--- src/pkg/speed_mon_pkg.sv ---
// constants for the start/stop sequencer and speed monitor
// Functional notes
// - base clock period is 195.3 microseconds
// - prescaler divides by five or eight
// - standard build clears at five, advances counter
// - low-speed option clears at eight instead
// - 8-bit counter; index clears all counting
// - counter stops at 64 until index
// - coarse flag loads not-64 at index
// - tick at count 26 or more sets late
// - 95 percent flag set if late clear
// - within-2 flag set if count equals 24
// - within-2 low drops heads loaded, ready
// - 95 percent low drops head hold
// - speed flags cleared while run latch reset
// - load mode with brushes home sets permit
// - run sets request; brush drive sequencing
// - brush drive gates two antiphase 60 Hz
// - brush drive blocks head hold; permit clear
// - park delay holds spindle 200 ms
// - delay end: permit, retract, spindle off
// - carriage parked asserts release tray low
// - run refused without cartridge, drawer closed
// - head hold starts 1.4 s pick pulse
// - loaded needs within-2, hold, pick expired
// - hold drops on slow, brush, off media
package speed_mon_pkg;
   localparam int unsigned CLK_PERIOD_NS = 10;
   localparam int unsigned BASE_PERIOD_NS = 195300;
   localparam int unsigned BASE_CYCLES = BASE_PERIOD_NS / CLK_PERIOD_NS;
   localparam int unsigned PARK_DELAY_MS = 200;
   localparam int unsigned PARK_CYCLES =
      PARK_DELAY_MS * (1000000 / CLK_PERIOD_NS);
   localparam int unsigned PICK_TIME_MS = 1400;
   localparam int unsigned PICK_CYCLES =
      PICK_TIME_MS * (1000000 / CLK_PERIOD_NS);
   localparam int unsigned SWEEP_HZ = 60;
   localparam int unsigned SWEEP_HALF_CYCLES =
      1000000000 / (2 * SWEEP_HZ * CLK_PERIOD_NS);
   localparam logic [3:0] PRE_WRAP_STD = 4'h5;
   localparam logic [3:0] PRE_WRAP_LOW = 4'h8;
   localparam logic [7:0] CNT_STOP = 8'h40;
   localparam logic [7:0] CNT_LATE = 8'h1a;
   localparam logic [7:0] CNT_WITHIN = 8'h18;
   localparam int unsigned SYNC_W = 7;
   localparam logic [3:0] REG_CTRL = 4'h0;
   localparam logic [3:0] REG_STATUS = 4'h1;
   localparam logic [3:0] REG_COUNT = 4'h2;
   localparam logic [7:0] CTRL_RESET = 8'h00;
   localparam int unsigned CTRL_LOW_SPEED = 0;
endpackage : speed_mon_pkg

--- src/hdl/cycle_timer.sv ---
// one-shot or repeating cycle timer with busy level and done pulse
`timescale 1ns/1ps
`default_nettype none
module cycle_timer #(
   parameter int unsigned CYCLES = 1
) (
   input wire logic i_mclk, // system clock
   input wire logic i_reset, // async reset, active high
   input wire logic i_start, // load and run, also restarts
   input wire logic i_repeat, // reload on expiry
   output logic o_busy, // timer running
   output logic o_done // one-cycle pulse on expiry
);
   localparam logic [27:0] LOAD = 28'(CYCLES - 1);
   logic [27:0] cnt_q;

   always_ff @(posedge i_mclk or posedge i_reset)
   begin
      if (i_reset)
      begin
         cnt_q <= 28'h0;
         o_busy <= 1'b0;
         o_done <= 1'b0;
      end
      else
      begin
         o_done <= 1'b0;
         if (i_start)
         begin
            cnt_q <= LOAD;
            o_busy <= 1'b1;
         end
         else if (o_busy)
         begin
            if (cnt_q == 28'h0)
            begin
               o_done <= 1'b1;
               o_busy <= i_repeat;
               cnt_q <= LOAD;
            end
            else
               cnt_q <= cnt_q - 28'h1;
         end
      end
   end
endmodule : cycle_timer
`default_nettype wire

--- src/hdl/speed_monitor.sv ---
// start/stop sequencer and spindle speed monitor
`timescale 1ns/1ps
`default_nettype none
module speed_monitor
   import speed_mon_pkg::*;
#(
   parameter int unsigned BASE_CYC = BASE_CYCLES,
   parameter int unsigned PARK_CYC = PARK_CYCLES,
   parameter int unsigned PICK_CYC = PICK_CYCLES,
   parameter int unsigned SWEEP_CYC = SWEEP_HALF_CYCLES
) (
   input wire logic i_mclk, // 100 MHz clock
   input wire logic i_reset, // async reset, active high
   input wire logic i_run_sel, // load/run switch, high = run
   input wire logic i_cart_present, // cartridge installed
   input wire logic i_drawer_closed, // equipment drawer closed
   input wire logic i_brush_home, // sweepers parked
   input wire logic i_over_media, // carriage over media
   input wire logic i_carriage_parked, // carriage fully retracted
   input wire logic i_index, // once-per-revolution mark
   input wire logic [3:0] i_addr, // register address
   input wire logic [7:0] i_wdata, // register write data
   input wire logic i_wr, // write strobe
   input wire logic i_rd, // read strobe
   output logic [7:0] o_rdata, // read data, one cycle after strobe
   output logic o_spindle_enable, // spindle permit and power
   output logic o_high_power, // spindle high-power mode
   output logic o_heads_extend, // move carriage toward track zero
   output logic o_head_hold, // head-load hold current
   output logic o_head_pick, // head-load pick current
   output logic o_heads_loaded, // heads loaded
   output logic o_unit_ready, // unit ready and panel lamp
   output logic o_brush_a, // brush motor phase a
   output logic o_brush_b, // brush motor phase b
   output logic o_release_tray_n // drawer release enable, low active
);
   logic [SYNC_W-1:0] s1_q;
   logic [SYNC_W-1:0] s2_q;
   logic idx_prev_q;
   logic idx_ev;
   logic run_sel, cart, drawer, home, over, parked;
   logic [7:0] ctrl_q;
   logic low_speed;
   logic base_tick;
   logic [3:0] pre_q;
   logic [3:0] pre_d;
   logic adv_q;
   logic [7:0] cnt_q;
   logic late_q;
   logic coarse_q, fast_q, within_q;
   logic spin_run_q, spin_prev_q;
   logic allow_q;
   logic brush_drv_q, brush_left_q, brush_done_q;
   logic hold_q, hold_prev_q;
   logic pick_busy, pick_done, pick_exp_q;
   logic park_busy, park_done;
   logic sweep_done, sweep_busy;
   logic sq_q;
   logic release_q;
   logic loaded_q;

   // two-flop synchronisers for all switch and sensor pins
   always_ff @(posedge i_mclk or posedge i_reset)
   begin
      if (i_reset)
      begin
         s1_q <= '0;
         s2_q <= '0;
         idx_prev_q <= 1'b0;
      end
      else
      begin
         s1_q <= {i_index, i_carriage_parked, i_over_media, i_brush_home,
                  i_drawer_closed, i_cart_present, i_run_sel};
         s2_q <= s1_q;
         idx_prev_q <= s2_q[6];
      end
   end

   assign run_sel = s2_q[0];
   assign cart = s2_q[1];
   assign drawer = s2_q[2];
   assign home = s2_q[3];
   assign over = s2_q[4];
   assign parked = s2_q[5];
   assign idx_ev = s2_q[6] & ~idx_prev_q;
   assign low_speed = ctrl_q[CTRL_LOW_SPEED];

   // base clock generator, restarted by each index mark
   cycle_timer #(.CYCLES(BASE_CYC)) u_base (
      .i_mclk(i_mclk),
      .i_reset(i_reset),
      .i_start(idx_ev),
      .i_repeat(1'b1),
      .o_busy(),
      .o_done(base_tick)
   );

   // prescaler: wrap at five or, with the option, at eight
   always_comb
   begin
      pre_d = pre_q + 4'h1;
   end

   always_ff @(posedge i_mclk or posedge i_reset)
   begin
      if (i_reset)
      begin
         pre_q <= 4'h0;
         adv_q <= 1'b0;
      end
      else
      begin
         adv_q <= 1'b0;
         if (idx_ev)
            pre_q <= 4'h0;
         else if (base_tick)
         begin
            if (pre_d == (low_speed ? PRE_WRAP_LOW : PRE_WRAP_STD))
            begin
               pre_q <= 4'h0;
               adv_q <= 1'b1;
            end
            else
               pre_q <= pre_d;
         end
      end
   end

   // revolution counter and late-revolution flop
   always_ff @(posedge i_mclk or posedge i_reset)
   begin
      if (i_reset)
      begin
         cnt_q <= 8'h0;
         late_q <= 1'b0;
      end
      else if (idx_ev)
      begin
         cnt_q <= 8'h0;
         late_q <= 1'b0;
      end
      else if (adv_q)
      begin
         if (cnt_q != CNT_STOP)
            cnt_q <= cnt_q + 8'h1;
         if (cnt_q >= CNT_LATE)
            late_q <= 1'b1;
      end
   end

   // speed flags, loaded at index, held clear while not running
   always_ff @(posedge i_mclk or posedge i_reset)
   begin
      if (i_reset)
      begin
         coarse_q <= 1'b0;
         fast_q <= 1'b0;
         within_q <= 1'b0;
      end
      else if (!spin_run_q)
      begin
         coarse_q <= 1'b0;
         fast_q <= 1'b0;
         within_q <= 1'b0;
      end
      else if (idx_ev)
      begin
         coarse_q <= (cnt_q != CNT_STOP);
         fast_q <= ~late_q;
         within_q <= (cnt_q == CNT_WITHIN);
      end
   end

   // spindle-rotate request latch
   always_ff @(posedge i_mclk or posedge i_reset)
   begin
      if (i_reset)
      begin
         spin_run_q <= 1'b0;
         spin_prev_q <= 1'b0;
      end
      else
      begin
         spin_prev_q <= spin_run_q;
         if (!run_sel)
            spin_run_q <= 1'b0;
         else if (cart && drawer && !park_busy)
            spin_run_q <= 1'b1;
      end
   end

   // park-hold delay after the request drops
   cycle_timer #(.CYCLES(PARK_CYC)) u_park (
      .i_mclk(i_mclk),
      .i_reset(i_reset),
      .i_start(spin_prev_q & ~spin_run_q),
      .i_repeat(1'b0),
      .o_busy(park_busy),
      .o_done(park_done)
   );

   // sweep permit and brush cycle
   always_ff @(posedge i_mclk or posedge i_reset)
   begin
      if (i_reset)
         allow_q <= 1'b0;
      else if (park_done || (!run_sel && home && !spin_run_q))
         allow_q <= 1'b1;
      else if (brush_drv_q)
         allow_q <= 1'b0;
   end

   always_ff @(posedge i_mclk or posedge i_reset)
   begin
      if (i_reset)
      begin
         brush_drv_q <= 1'b0;
         brush_left_q <= 1'b0;
         brush_done_q <= 1'b0;
      end
      else if (!spin_run_q)
      begin
         brush_drv_q <= brush_drv_q & ~home;
         brush_left_q <= 1'b0;
         brush_done_q <= 1'b0;
      end
      else if (brush_drv_q)
      begin
         if (!home)
            brush_left_q <= 1'b1;
         else if (brush_left_q)
         begin
            brush_drv_q <= 1'b0;
            brush_done_q <= 1'b1;
         end
      end
      else if (allow_q && home)
         brush_drv_q <= 1'b1;
   end

   // 60 Hz square wave source
   cycle_timer #(.CYCLES(SWEEP_CYC)) u_sweep (
      .i_mclk(i_mclk),
      .i_reset(i_reset),
      .i_start(~sweep_busy),
      .i_repeat(1'b1),
      .o_busy(sweep_busy),
      .o_done(sweep_done)
   );

   always_ff @(posedge i_mclk or posedge i_reset)
   begin
      if (i_reset)
         sq_q <= 1'b0;
      else if (sweep_done)
         sq_q <= ~sq_q;
   end

   // head-land hold, pick pulse and heads-loaded
   always_ff @(posedge i_mclk or posedge i_reset)
   begin
      if (i_reset)
      begin
         hold_q <= 1'b0;
         hold_prev_q <= 1'b0;
      end
      else
      begin
         hold_prev_q <= hold_q;
         hold_q <= spin_run_q & fast_q & ~brush_drv_q & over &
                   brush_done_q;
      end
   end

   cycle_timer #(.CYCLES(PICK_CYC)) u_pick (
      .i_mclk(i_mclk),
      .i_reset(i_reset),
      .i_start(hold_q & ~hold_prev_q),
      .i_repeat(1'b0),
      .o_busy(pick_busy),
      .o_done(pick_done)
   );

   always_ff @(posedge i_mclk or posedge i_reset)
   begin
      if (i_reset)
         pick_exp_q <= 1'b0;
      else if (!hold_q)
         pick_exp_q <= 1'b0;
      else if (pick_done)
         pick_exp_q <= 1'b1;
   end

   assign loaded_q = within_q & hold_q & pick_exp_q;

   // release tray once the carriage is parked after a stop
   always_ff @(posedge i_mclk or posedge i_reset)
   begin
      if (i_reset)
         release_q <= 1'b0;
      else
         release_q <= parked & ~spin_run_q & ~park_busy;
   end

   // control register and read port
   always_ff @(posedge i_mclk or posedge i_reset)
   begin
      if (i_reset)
         ctrl_q <= CTRL_RESET;
      else if (i_wr && i_addr == REG_CTRL)
         ctrl_q <= i_wdata;
   end

   always_ff @(posedge i_mclk or posedge i_reset)
   begin
      if (i_reset)
         o_rdata <= 8'h0;
      else if (i_rd)
      begin
         case (i_addr)
            REG_CTRL: o_rdata <= ctrl_q;
            REG_STATUS: o_rdata <= {spin_run_q, allow_q, brush_drv_q,
                                    hold_q, loaded_q, within_q, fast_q,
                                    coarse_q};
            REG_COUNT: o_rdata <= cnt_q;
            default: o_rdata <= 8'h0;
         endcase
      end
      else
         o_rdata <= 8'h0;
   end

   // registered outputs
   always_ff @(posedge i_mclk or posedge i_reset)
   begin
      if (i_reset)
      begin
         o_spindle_enable <= 1'b0;
         o_high_power <= 1'b0;
         o_heads_extend <= 1'b0;
         o_head_hold <= 1'b0;
         o_head_pick <= 1'b0;
         o_heads_loaded <= 1'b0;
         o_unit_ready <= 1'b0;
         o_brush_a <= 1'b0;
         o_brush_b <= 1'b0;
         o_release_tray_n <= 1'b1;
      end
      else
      begin
         o_spindle_enable <= spin_run_q | park_busy;
         o_high_power <= coarse_q;
         o_heads_extend <= spin_run_q | park_busy;
         o_head_hold <= hold_q;
         o_head_pick <= hold_q & pick_busy;
         o_heads_loaded <= loaded_q;
         o_unit_ready <= loaded_q;
         o_brush_a <= brush_drv_q & sq_q;
         o_brush_b <= brush_drv_q & ~sq_q;
         o_release_tray_n <= ~release_q;
      end
   end

   a_count_stops: assert property (@(posedge i_mclk) disable iff (i_reset)
      (cnt_q == CNT_STOP && !idx_ev) |=> (cnt_q == CNT_STOP))
      else $error("revolution count moved past stop value");

   a_index_clears: assert property (@(posedge i_mclk) disable iff (i_reset)
      idx_ev |=> (cnt_q == 8'h0 && pre_q == 4'h0 && !late_q))
      else $error("index did not clear counting");

   a_coarse_load: assert property (@(posedge i_mclk) disable iff (i_reset)
      (idx_ev && spin_run_q && run_sel) |=>
      (coarse_q == ($past(cnt_q) != CNT_STOP)))
      else $error("coarse flag loaded wrong value");

   a_fast_load: assert property (@(posedge i_mclk) disable iff (i_reset)
      (idx_ev && spin_run_q && run_sel) |=> (fast_q != $past(late_q)))
      else $error("95 percent flag loaded wrong value");

   a_within_load: assert property (@(posedge i_mclk) disable iff (i_reset)
      (idx_ev && spin_run_q && run_sel) |=>
      (within_q == ($past(cnt_q) == CNT_WITHIN)))
      else $error("within flag loaded wrong value");

   a_flags_clear: assert property (@(posedge i_mclk) disable iff (i_reset)
      !spin_run_q |=> !(coarse_q || fast_q || within_q))
      else $error("speed flag set while not running");

   a_hold_blocked: assert property (@(posedge i_mclk) disable iff (i_reset)
      (brush_drv_q || !fast_q || !over) |=> !hold_q)
      else $error("head hold asserted while blocked");

   a_loaded_cause: assert property (@(posedge i_mclk) disable iff (i_reset)
      o_heads_loaded |-> $past(within_q) && $past(pick_exp_q))
      else $error("heads loaded without cause");

   a_run_refused: assert property (@(posedge i_mclk) disable iff (i_reset)
      (!spin_run_q && !(cart && drawer)) |=> !spin_run_q)
      else $error("run entered without cartridge or drawer");

   a_brush_antiphase: assert property (@(posedge i_mclk) disable iff (i_reset)
      !(o_brush_a && o_brush_b))
      else $error("brush phases overlap");

   a_brush_gated: assert property (@(posedge i_mclk) disable iff (i_reset)
      !brush_drv_q |=> (!o_brush_a && !o_brush_b))
      else $error("brush phase driven without brush drive");
endmodule : speed_monitor
`default_nettype wire

--- config.mk ---
export PLATFORM = sky130hd
export DESIGN_NAME = speed_monitor
export DESIGN_NICKNAME = d
export VERILOG_FILES = /design/src/pkg/speed_mon_pkg.sv /design/src/hdl/cycle_timer.sv /design/src/hdl/speed_monitor.sv
export SDC_FILE = /design/constraint.sdc
export NUM_CORES = 1
export LEC_CHECK = 0
export ABC_AREA = 1
export BUFFER_PORTS_ARGS = -buffer_cell sky130_fd_sc_hd__buf_4
export CAP_MARGIN = 10
export CORE_ASPECT_RATIO = 0.5
export CORE_UTILIZATION = 60
export DETAILED_ROUTE_END_ITERATION = 16
export GPL_ROUTABILITY_DRIVEN = 1
export PLACE_DENSITY_LB_ADDON = 0.15
export SYNTH_ARGS = -nofsm -noshare
export SYNTH_HDL_FRONTEND = slang
export SYNTH_HIERARCHICAL = 1
export SYNTH_SLANG_ARGS = --single-unit
--- constraint.sdc ---
create_clock -name i_mclk -period 5.95 [get_ports i_mclk]
set_input_delay 0.8925 -clock i_mclk [delete_from_list [all_inputs] [get_ports i_mclk]]
set_output_delay 0.8925 -clock i_mclk [all_outputs]
set_load 0.02 [all_outputs]
==> flow_results.org, run 1 <==
** Run status
- The flow ran to the end, and the final reports show no timing, DRC or antenna violations.

** Pwr
- Worst-case vdd ir drop :: roughly 0.20 mV
- Pwr Total :: 3.20 mW
- Pleak :: between 5 and 6 nW
- Pwr Density :: roughly 270 nW/um^2

** Layout
- Filler Cell Count :: between 1000 and 1500
- Leaving out fill and tap cells, the most frequent cells in the layout are nand2_1 (393), nor2_1 (250), dfrtp_1 (185).
- In the final design database the tool counted ~1500 nets.
- Most common cell after layout, fill and taps aside :: nand2_1
- Share of cells above drive strength 1 :: about 14%
- Sequential cell area in the final layout :: roughly 4700 sq um
- The repair_antennas step left the layout with diodes totalling 0.
- Final Instance Count excl. Fillers :: between 1500 and 2000
- Relative to the synthesized area, the layout overhead comes to 9.93%.
- Summing all multi-input logic gate instances after layout gives slightly above 5000 sq um.

** Clocking
- Buffers inserted to repair hold after CTS numbered 0.
- Number of cells upsized or downsized after cts :: 0
- Clock tree synthesis inserted a total of 17 buffers.
- Sinks on the clock net :: approximately 190
- Clk Latency, worst-skew pair :: approximately 0.43 ns
- CTS built an H-tree with a depth of 4.
- The clock passes through at most 2 buffers.
- The number of setup buffers added after CTS is 0.
- The tree is rooted in a clkbuf_16.
- Clock edge transition at the registers on the reported setup and hold paths :: approximately 0.080 ns
- TritonCTS built the clock tree.

** Detailed routing
- Vias after detailed routing :: ~9200
- Starting DRT DRC Count :: approximately 730
- The detail route stage leaves a number of antenna-violating nets equal to 0.
- Average wire per cell in the routed design :: about 13 microns
- DRT Wirelength :: 23300 microns
- Vias per cell :: between 5 and 6
- Drc violations :: 0
- Before antenna repair, the detailed router went through 5 iterations.

** Critical path
- The worst setup path is launched from a register.
- Worst path required time :: 6.28 ns
- Along the worst path, the maximum fanout reaches 12.
- WS Path Type :: register to register
- Data on the critical path arrives at its endpoint at 2.51 ns.
- Kind of end point of the critical path :: register

** Global route
- Number of antenna violations at the first check in global routing :: 0
- Entering global routing, the biggest net connects 67 pins.
- Via count of the first global-routing pass :: between 8000 and 9000
- In the global route stage, overall resource usage came out at between 20% and 30%.
- Overall overflow remaining after global route :: 0
- The first global-routing pass estimated between 30000 and 40000 microns of wire.

** Timing
- For this run, the top clock speed supported by timing is 457 MHz.
- For the pin with the worst max-slew slack, the measured transition is around 0.8 ns.
- Final hold analysis gives a worst-case slack of 0.350 ns.
- Time the final worst path needs with I/O delays and setup :: ~2.2 ns
- In the post-route analysis, the smallest setup slack over all paths is roughly 3.8 ns.
- Remaining max-slew budget at the tightest pin :: 45.6%
- Adding up every negative setup slack in the final design gives 0 ns.
- Setup repair after global routing left no endpoint under its margin.
- Final Slew Violations :: 0
- In the finished design, the share of the clock period the worst path needs comes to around 37%.
- Worst clock skew :: between 0.01 and 0.015 ns
- Total of endpoints with negative setup slack in the final report :: 0
- The final hold violation count was 0.

** Die
- The die covers ~18000 sq um.
- Total core area :: approximately 17000 sq um
- Die height :: slightly below 100 microns
- During I/O placement, the number of pins put on the boundary was about 40.
- In this run the horizontal extent of the chip is 191 microns.
- Row generation in the floorplan step produced 34 rows.
- Starting density of the core :: between 60 and 70%

** Place
- In this run, placement finished with an instance count of ~1700.
- Estimated wirelength of the detail-placed design :: 16800 microns
- At the placement stage, the worst setup path has a slack of ~3.8 ns.
- Count of input and output buffers :: 40
- Global placer's final weighted congestion :: 0.932

** Logic synthesis
- Each instance of the synthesized netlist takes up on average 7.39 sq um.
- The most used flip-flop cell after synthesis is dfrtp_1.
- Sequential cells were found to cover a little over two fifths of the synthesized design area.
- After synthesis the netlist holds a flip-flop and latch count of 186.
- Netlist area before placement :: 10700 sq um
- In this run the biggest area consumer among cell types represents between 40% and 50% of the synthesized area.
- The largest total area in the synthesized netlist belongs to dfrtp_1.
- Post-synthesis cell type count :: 38
- Async set or reset register ratio after synthesis :: 100%
- Syn Inst Count :: roughly 1400
- Number of flops mapped to enable cells by yosys :: 0
- Yosys warning count :: 6
- Largest cells by area after synthesis :: dfrtp_1 (43%), nand2_1 (14%), nor2_1 (8.8%)

** Min path
- In this run the worst hold path is classified as register to register.

** Flow run
- Count of maximum capacitance violations :: 0
## critical path: stages, from the launching register on
cell and delay [ns]:
dfrtp_1 0.45, inv_1 0.10, nor2_1 0.62, inv_1 0.39
nand2_1 0.18, nor2_1 0.10, xor2_1 0.18, nor2_2 0.06
## stage by stage
stage / area, sq um / utilization [%]
global placement: 11100 / 63.8
CTS: 11700 / 67.3
global route: 11700 / 67.4
detailed placement: 11100 / 63.8
finish: 11700 / 67.4
floorplan: 10700 / -
## report_power, final
group	total (mW)	switching (mW)	leakage [nW]	internal, mW
sequential	1.50	0.114	2.30	1.38
combinational	0.565	0.367	3.27	0.198
clock	1.14	0.532	0.288	0.608
total	3.20	1.01	5.86	2.19
## state kept, by name, summed over array words and instances (netlist names), 4 cells and up
| register | flops |
|---|---|
| u_pick/cnt_q | 28 |
| ctrl_q | 8 |
| u_park/cnt_q | 28 |
| s2_q | 7 |
| u_base/cnt_q | 28 |
| o_rdata | 8 |
| pre_q | 4 |
| s1_q | 7 |
| cnt_q | 8 |
| u_sweep/cnt_q | 28 |
## logic make-up after synthesis
group | count (synthesis) | synth area share [%]
flops | 186 | 43.6
compound gates | 60 | 3.33
fa+ha+maj | 12 | 1.41
simple gates | 946 | 40.6
other cells | 2 | 0.0704
xor+xnor | 34 | 2.79
buf+inv | 204 | 8.21
## final cells by class
class	count	share of cell area (%)
tap	234	2.50
timing repair buffer	45	3.05
multi-input combinational	1056	43.9
clock buffer	18	3.74
clock inverter	14	1.32
inverter	182	5.82
sequential	186	39.7
## worst paths after layout
check,slack [ns],endpoint,cells past startpoint,from
min in group asynchronous,0.49,u_park/cnt_q[27],2,i_reset
min,0.35,s2_q[4],0,s1_q[4]
min reg2reg,0.35,s2_q[4],0,s1_q[4]
max in group asynchronous,4.68,o_head_pick,3,i_reset
max reg2reg,3.76,u_sweep/cnt_q[6],7,u_sweep/o_busy
max,3.76,u_sweep/cnt_q[6],7,u_sweep/o_busy
## Yosys cell counts, types with 14 or more instances
| cell type | n |
|---|---|
| o21ai_0 | 28 |
| nand2_1 | 393 |
| nand3_2 | 17 |
| inv_1 | 168 |
| dfrtp_1 | 185 |
| nor2_1 | 250 |
| nand2_2 | 25 |
| nand4_1 | 30 |
| nand3_1 | 140 |
| nor2_4 | 19 |
| xor2_1 | 31 |
| inv_2 | 14 |
| a21oi_1 | 14 |
| nor2_2 | 39 |
## metal layers
layer | global-route usage, % | wire [microns] | vias up
met3 | 5.25 | 1360 | 24
met2 | 44.7 | 10700 | 285
met1 | 37.2 | 11100 | 4276
met4 | 6.67 | 195 | 0
li1 | - | - | 4584
met5 | 0 | 0 | -
No activity file was read; power rests on OpenSTA's default activity.
==> run 2, diff against run 1 <==
==> constraint.sdc (replaced) <==
create_clock -name i_mclk -period 2.2 [get_ports i_mclk]
set_input_delay 0.33 -clock i_mclk [delete_from_list [all_inputs] [get_ports i_mclk]]
set_output_delay 0.33 -clock i_mclk [all_outputs]
set_load 0.02 [all_outputs]
==> flow_results.org, run 2 (synthesized netlist as in run 1, its figures left out) <==
** Place
- DP Cell Count :: 1709 (was 1702)
- The detailed placement HPWL is 17100 microns (was 16800 microns).
- The number of input and output port buffers inserted is 40 (unchanged).
- DP Worst Slack :: 0.274 ns (was 3.78 ns)
- Standard cell area after detailed placement :: 11200 sq um (was 11100 sq um)
- Global placer's final weighted congestion :: 0.936 (was 0.932)

** Layout
- Final standard cell utilization of the core :: 68.0% (was 67.4%)
- Sequential cell area in the final layout :: 4660 sq um (unchanged)
- The area of the multi-input gates was 5140 sq um (unchanged).
- The total non-filler cell area in the finished layout came to 11800 sq um (was 11700 sq um).
- Total Nets Final :: 1537 (was 1523)
- The non-filler instance count after layout was 1749 (was 1735).
- The most common cell after layout, fill and taps aside is nand2_1 (unchanged).
- The diode insertion count for antenna repair is 0 (unchanged).
- The layout overhead on the synthesized area was 11.0% (was 9.93%).
- The fill cell total of the finished layout was 1427 (was 1466).
- Highest-count cells in the layout ignoring fill and taps: nand2_1 (393), nor2_1 (250), dfrtp_1 (185) (unchanged).
- Share of cells above drive strength 1 :: 14.6% (was 14.3%)

** Critical path
- The launching element type of the critical path was a register (unchanged).
- Worst path required time :: 2.50 ns (was 6.28 ns)
- Peak fanout along the critical path :: 16 (was 12)
- Kind of end point of the critical path :: register (unchanged)
- The arrival time at the worst endpoint was 2.25 ns (was 2.51 ns).
- The category of the most critical setup path is register to register (unchanged).
- The setup slack of the most critical reg-to-reg path came to 0.26 ns (was 3.76 ns).

** Clocking
- Number of cells upsized or downsized after cts :: 0 (unchanged)
- The CTS tree is built (unchanged).
- The total number of clock tree sinks came to 186 (unchanged).
- The CTS root buffer was clkbuf_16 (unchanged).
- H-tree depth :: 4 (unchanged)
- The total CTS buffers is 17 (unchanged).
- The maximum number of buffers from clock root to sink came to 2 (unchanged).
- Clock edge transition at the registers on the reported setup and hold paths :: 0.07 ns (was 0.08 ns)
- The clock latency on the worst-skew pair was 0.43 ns (about the same).

** Run status
- Outcome :: completed (unchanged)

** Die
- Total core area :: 17400 sq um (unchanged)
- The width of the chip is 191 microns (unchanged).
- Cell Rows :: 34 (unchanged)
- The number of top-level design ports is 41 (unchanged).
- Starting density of the core :: 61.3% (unchanged)
- The die footprint came to 18400 sq um (unchanged).
- Die height :: 96.3 microns (unchanged)

** Timing
- Period utilization :: 88.4% (was 36.8%)
- Final Slew Violations :: 0 (unchanged)
- The largest clock skew in the final design was 0.0155 ns (was 0.0113 ns).
- Remaining max-slew budget at the tightest pin :: 60.4% (was 45.6%)
- The minimum period implied by the final worst setup slack is 1.94 ns (was 2.19 ns).
- The fmax came to 514 MHz (was 457 MHz).
- Worst hold slack across all endpoints :: 0.146 ns (was 0.350 ns)
- Setup repair after global routing missed its margin: false (unchanged).
- Fin worst setup slack :: 0.255 ns (was 3.76 ns)
- The setup TNS is 0 ns (unchanged).
- Number of hold violations in the final report :: 0 (unchanged)
- The transition time of the tightest slew-check pin was 0.592 ns (was 0.816 ns).
- The total of endpoints with negative setup slack in the final report is 0 (unchanged).

** Min path
- The classification of the worst-slack hold path is primary input to register (was register to register).

** Detailed routing
- Vias after detailed routing :: 9267 (was 9169)
- The uppermost layer routed is met4 (unchanged).
- The detailed-route DRC error count was 0 (unchanged).
- The sum of routed wire segments on met1 was 11600 microns (was 11100 microns).
- Average wire per cell in the routed design :: 13.6 microns (was 13.4 microns)
- Starting DRT DRC Count :: 775 (was 727)
- The detail-routed via count per cell is 5.30 (was 5.28).
- The routed length on met3 was 1060 microns (was 1360 microns).
- DRT Wirelength :: 23800 microns (was 23300 microns)
- Met2 wire length :: 10800 microns (was 10700 microns)
- Number of detailed-route iterations in the first pass :: 5 (unchanged)
- Detail Route Antenna Nets :: 0 (unchanged)

** Pwr
- Pwr Density :: 742 nW/um^2 (was 273 nW/um^2)
- The leakage power of the design is 5.92 nW (was 5.86 nW).
- The part of the power in registers came to 46.2% (was 46.8%).
- Worst-case vdd ir drop :: 0.585 mV (was 0.199 mV)
- The cell-internal power came to 6.03 mW (was 2.19 mW).
- Net switching fraction of the power :: 31.4% (was 31.6%)
- Clk pwr share :: 36.1% (was 35.6%)
- The overall power consumption came to 8.79 mW (was 3.20 mW).
- The switching power came to 2.76 mW (was 1.01 mW).
- Combinational share of power :: 17.8% (was 17.6%)

** Global route
- Overall fraction of global-route tracks in use :: 27.5% (was 27.2%)
- The residual overflow from global routing came to 0 (unchanged).
- Via count of the first global-routing pass :: 8582 (was 8505)
- Number of antenna violations at the first check in global routing :: 0 (unchanged)
- Largest net degree at the start of global routing :: 36 (was 67)
- First-pass GRT wire length :: 40200 microns (was 39600 microns)

** Flow run
- Count of maximum capacitance violations :: 0 (unchanged)
==> run 2: cell count changes in the layout (fill, tap and decap cells not counted), sizes merged <==
cell and delta:
buf +6, bufinv +1, clkinv -1, clkinvlp +1, dlygate4sd3 +8, inv -1
==> run 2: area by class of cell <==
cell class / count / area share [%]
Tap cell: 234 / 2.47
Multi-Input combinational cell: 1056 / 43.5
Inverter: 182 / 5.77
Sequential cell: 186 / 39.3
Clock inverter: 14 / 1.34
Clock buffer: 18 / 3.71
Timing Repair Buffer: 59 / 3.91
==> run 2: what timing repair did <==
| item | CTS | global route |
|---|---|---|
| setup buffers | 0 | 0 |
| hold buffers | 7 | 1 |
| hold endpoints to repair | 8 | 1 |
==> run 2: worst max-delay path, stage by stage (launching register included) <==
cell and delay (ns):
dfrtp_1 0.42, inv_1 0.07, nor2_1 0.33, inv_2 0.11, nand2_4 0.19, nand2_1 0.15, nor2_2 0.24, nand2_1 0.10
xor2_1 0.16, nand2_2 0.05
==> run 2: worst paths after layout <==
path / end / from / cells after the start
max: u_pick/cnt_q[13] / hold_q / 9
min: ctrl_q[3] / i_wdata[3] / 3
max reg2reg: u_pick/cnt_q[13] / hold_q / 9
min reg2reg: s2_q[2] / s1_q[2] / 0
max in group asynchronous: o_head_hold / i_reset / 4
min in group asynchronous: u_park/o_done / i_reset / 3
==> run 2: layer usage <==
layer  GRT usage, %  up-vias
met5              0        -
met4           6.60        0
met3           4.23       27
met2           45.0      229
met1           38.5     4407
li1               -     4604
==> run 2: power by group through the flow <==
stage / logic [mW] / clock network [mW] / registers (mW)
2_1_floorplan: 1.26 / 0 / 4.02
3_3_place_gp: 1.49 / 0 / 4.10
3_5_place_dp: 1.54 / 0 / 4.11
4_1_cts: 1.56 / 3.22 / 4.05
5_1_grt: 1.79 / 3.37 / 4.10
6_report: 1.56 / 3.17 / 4.06
==> run 3, diff against run 2 <==
--- a/config.mk
+++ b/config.mk
@@ -8,8 +8,10 @@
 export ABC_AREA = 1
 export BUFFER_PORTS_ARGS = -buffer_cell sky130_fd_sc_hd__buf_4
 export CAP_MARGIN = 10
+export CELL_PAD_IN_SITES_DETAIL_PLACEMENT = 1
+export CELL_PAD_IN_SITES_GLOBAL_PLACEMENT = 1
 export CORE_ASPECT_RATIO = 0.5
-export CORE_UTILIZATION = 60
+export CORE_UTILIZATION = 46
 export DETAILED_ROUTE_END_ITERATION = 16
 export GPL_ROUTABILITY_DRIVEN = 1
 export PLACE_DENSITY_LB_ADDON = 0.15
==> flow_results.org, run 3 (synthesized netlist as in run 1, its figures left out) <==
** Layout
- The share of final-layout standard cells stronger than drive strength 1 was 14.6% (about the same).
- Layout area overhead :: 11.6% (was 11.0%)
- Most common cell after layout, fill and taps aside :: nand2_1 (unchanged)
- Total Nets Final :: 1539 (was 1537)
- The fill cell total of the finished layout came to 2829 (was 1427).
- The non-filler instance count after layout came to 1817 (was 1749).
- Highest-count cells in the layout ignoring fill and taps :: nand2_1 (393), nor2_1 (250), dfrtp_1 (185) (unchanged)
- Number of diodes added for antenna fixing :: 0 (unchanged)

** Die
- Die height :: 110 microns (was 96.3 microns)
- The die footprint is 23800 sq um (was 18400 sq um).
- I/O Pins :: 41 (unchanged)
- Cell Rows :: 38 (was 34)
- Starting density of the core :: 48.1% (was 61.3%)
- The width of the chip was 217 microns (was 191 microns).
- The placeable core region was 22200 sq um (was 17400 sq um).

** Timing
- The minimum setup slack in the final design was 0.245 ns (was 0.255 ns).
- The fmax was 512 MHz (was 514 MHz).
- Worst clock skew :: 0.00996 ns (was 0.0155 ns)
- The setup TNS was 0 ns (unchanged).
- The worst max-slew margin expressed relative to the limit came to 55.2% (was 60.4%).
- Total of endpoints with negative setup slack in the final report :: 0 (unchanged)
- Number of hold violations in the final report :: 0 (unchanged)
- The minimum period implied by the final worst setup slack came to 1.96 ns (was 1.94 ns).
- Slew of the pin with the lowest slew margin :: 0.670 ns (was 0.592 ns)
- Setup repair after global routing missed its margin: false (unchanged).
- The final clock period utilization by the worst path is 88.9% (was 88.4%).
- Final Slew Violations :: 0 (unchanged)

** Run status
- Outcome: completed (unchanged).

** Clocking
- The clock-pin slew on the worst setup and hold paths was 0.07 ns (about the same).
- The CTS H-tree depth came to 4 (unchanged).
- CTS Root Buffer Type :: clkbuf_16 (unchanged)
- TritonCTS clock tree :: built (unchanged)
- Clk Latency, worst-skew pair :: 0.45 ns (was 0.43 ns)
- The post-cts resize count came to 0 (unchanged).
- The total number of clock tree sinks was 186 (unchanged).
- The total CTS buffers came to 17 (unchanged).
- The maximum number of buffers from clock root to sink came to 2 (unchanged).

** Pwr
- Worst-case vdd ir drop :: 0.538 mV (was 0.585 mV)
- The power density relative to cell area came to 729 nW/um^2 (was 742 nW/um^2).
- The part of the power in registers was 46.9% (was 46.2%).
- The combinational share of power is 18.8% (was 17.8%).
- Net switching fraction of the power :: 32.6% (was 31.4%)
- The overall power consumption is 8.69 mW (was 8.79 mW).
- The part of the total power dissipated in the clock network came to 34.4% (was 36.1%).
- The leakage power of the design was 5.91 nW (was 5.92 nW).
- The switching power came to 2.84 mW (was 2.76 mW).
- The cell-internal power was 5.85 mW (was 6.03 mW).

** Critical path
- Peak fanout along the critical path :: 16 (unchanged)
- Dominant cell type by count on the critical path :: nand2_1 (unchanged)
- CP max stage delay :: 0.41 ns (was 0.42 ns)
- Buffers and inverters on the worst path :: 2 (unchanged)
- WS Path Type :: register to register (unchanged)
- Largest delay share family, worst path :: simple AND/OR/NAND/NOR gates (unchanged)
- The launching element type of the critical path is a register (unchanged).
- Series of cell instances along the critical path: inv_1 > nor2_1 > inv_2 > nand2_4 > nand2_1 > nor2_2 > nand2_1 > xor2_1 > nand2_2 (unchanged).
- Slowest stage cell on the critical path :: dfrtp_1 (unchanged)
- The required time of the critical path is 2.51 ns (was 2.50 ns).
- Endpoint arrival time on the critical path :: 2.27 ns (was 2.25 ns)
- The critical path capture point type is a register (unchanged).

** Place
- Count of input and output buffers :: 40 (unchanged)
- Global placer's final weighted congestion :: 0.888 (was 0.936)
- DP Worst Slack :: 0.263 ns (was 0.274 ns)
- The detailed placement HPWL is 21700 microns (was 17100 microns).
- DP Cell Count :: 1777 (was 1709)

** Global route
- First-pass GRT wire length :: 49200 microns (was 40200 microns)
- The number of global-route vias before repair came to 9941 (was 8582).
- The largest net degree at the start of global routing was 67 (was 36).
- Overall fraction of global-route tracks in use :: 26.1% (was 27.5%)
- Number of antenna violations at the first check in global routing :: 0 (unchanged)
- Overall overflow remaining after global route :: 0 (unchanged)

** Detailed routing
- The number of routed nets with antenna violations came to 0 (unchanged).
- Starting DRT DRC Count :: 507 (was 775)
- Vias per cell :: 5.20 (was 5.30)
- The wire length per cell was 16.0 microns (was 13.6 microns).
- Vias after detailed routing :: 9457 (was 9267)
- Number of detailed-route iterations in the first pass :: 5 (unchanged)
- Drc violations :: 0 (unchanged)
- The routed wire length came to 29100 microns (was 23800 microns).

** Min path
- The classification of the worst-slack hold path is primary input to register (unchanged).

** Flow run
- Count of maximum capacitance violations :: 0 (unchanged)
-- run 3: cell count changes in the layout (fill, tap and decap cells not counted), moves of 2 or more --
cell       delta
bufinv_16     -2
clkbuf_8      +2
clkinv_4      +3
inv_6         -3
-- run 3: final timing paths --
kind	from	endpoint	slack [ns]	depth (start not counted)
min reg2reg	s1_q[2]	s2_q[2]	0.35	0
min	i_wdata[6]	ctrl_q[6]	0.12	3
max	hold_q	u_pick/cnt_q[13]	0.24	9
min in group asynchronous	i_reset	u_park/o_busy	0.37	3
max reg2reg	hold_q	u_pick/cnt_q[13]	0.24	9
max in group asynchronous	i_reset	u_park/cnt_q[15]	1.23	4
-- run 3: layer usage --
metal / wire length (microns) / share of wire (%) / track usage (%)
met5: 0 / 0 / 0
met4: 314 / 1.1 / 6.64
met3: 795 / 2.7 / 4.01
met2: 14000 / 48 / 45.1
met1: 14000 / 48 / 34.6
-- run 3: cell type report --
type	instances	area [sq um]	area share, %
Multi-Input combinational cell	1056	5140	43.2
Sequential cell	186	4660	39.1
Inverter	182	683	5.74
Timing Repair Buffer	61	490	4.12
Clock buffer	21	470	3.95
Tap cell	300	375	3.15
Clock inverter	11	90.1	0.756
-- run 3: worst reg2reg max path, delay by kind of cell, from the launching register on --
kind          cells  cell delay (ns)
simple gates      6             1.04
flops             1             0.41
buf+inv           2             0.20
xor+xnor          1             0.18
-- run 3: what timing repair did --
item,4_1_cts,5_1_grt
setup endpoints to repair,0,0
hold buffers,8,0
buffers inserted,0,0
hold endpoints to repair,29,0
-- run 3: power by group through the flow --
stage                     Sequential, mW  Clock, mW  Combinational, mW
after global routing                4.11       3.18               1.87
after floorplan                     4.02          0               1.26
final                               4.07       2.98               1.63
after detailed placement            4.12          0               1.62
after global placement              4.10          0               1.51
after CTS                           4.07       3.06               1.65
-- run 3: per-stage QoR --
stage	utilization (%)	hold WS, ns	cell area, sq um
floorplan	-	0.331	10700
global placement	50.8	0.247	11300
detailed placement	50.8	0.251	11300
CTS	53.6	0.103	11900
global route	53.6	0.115	11900
finish	53.6	0.117	11900
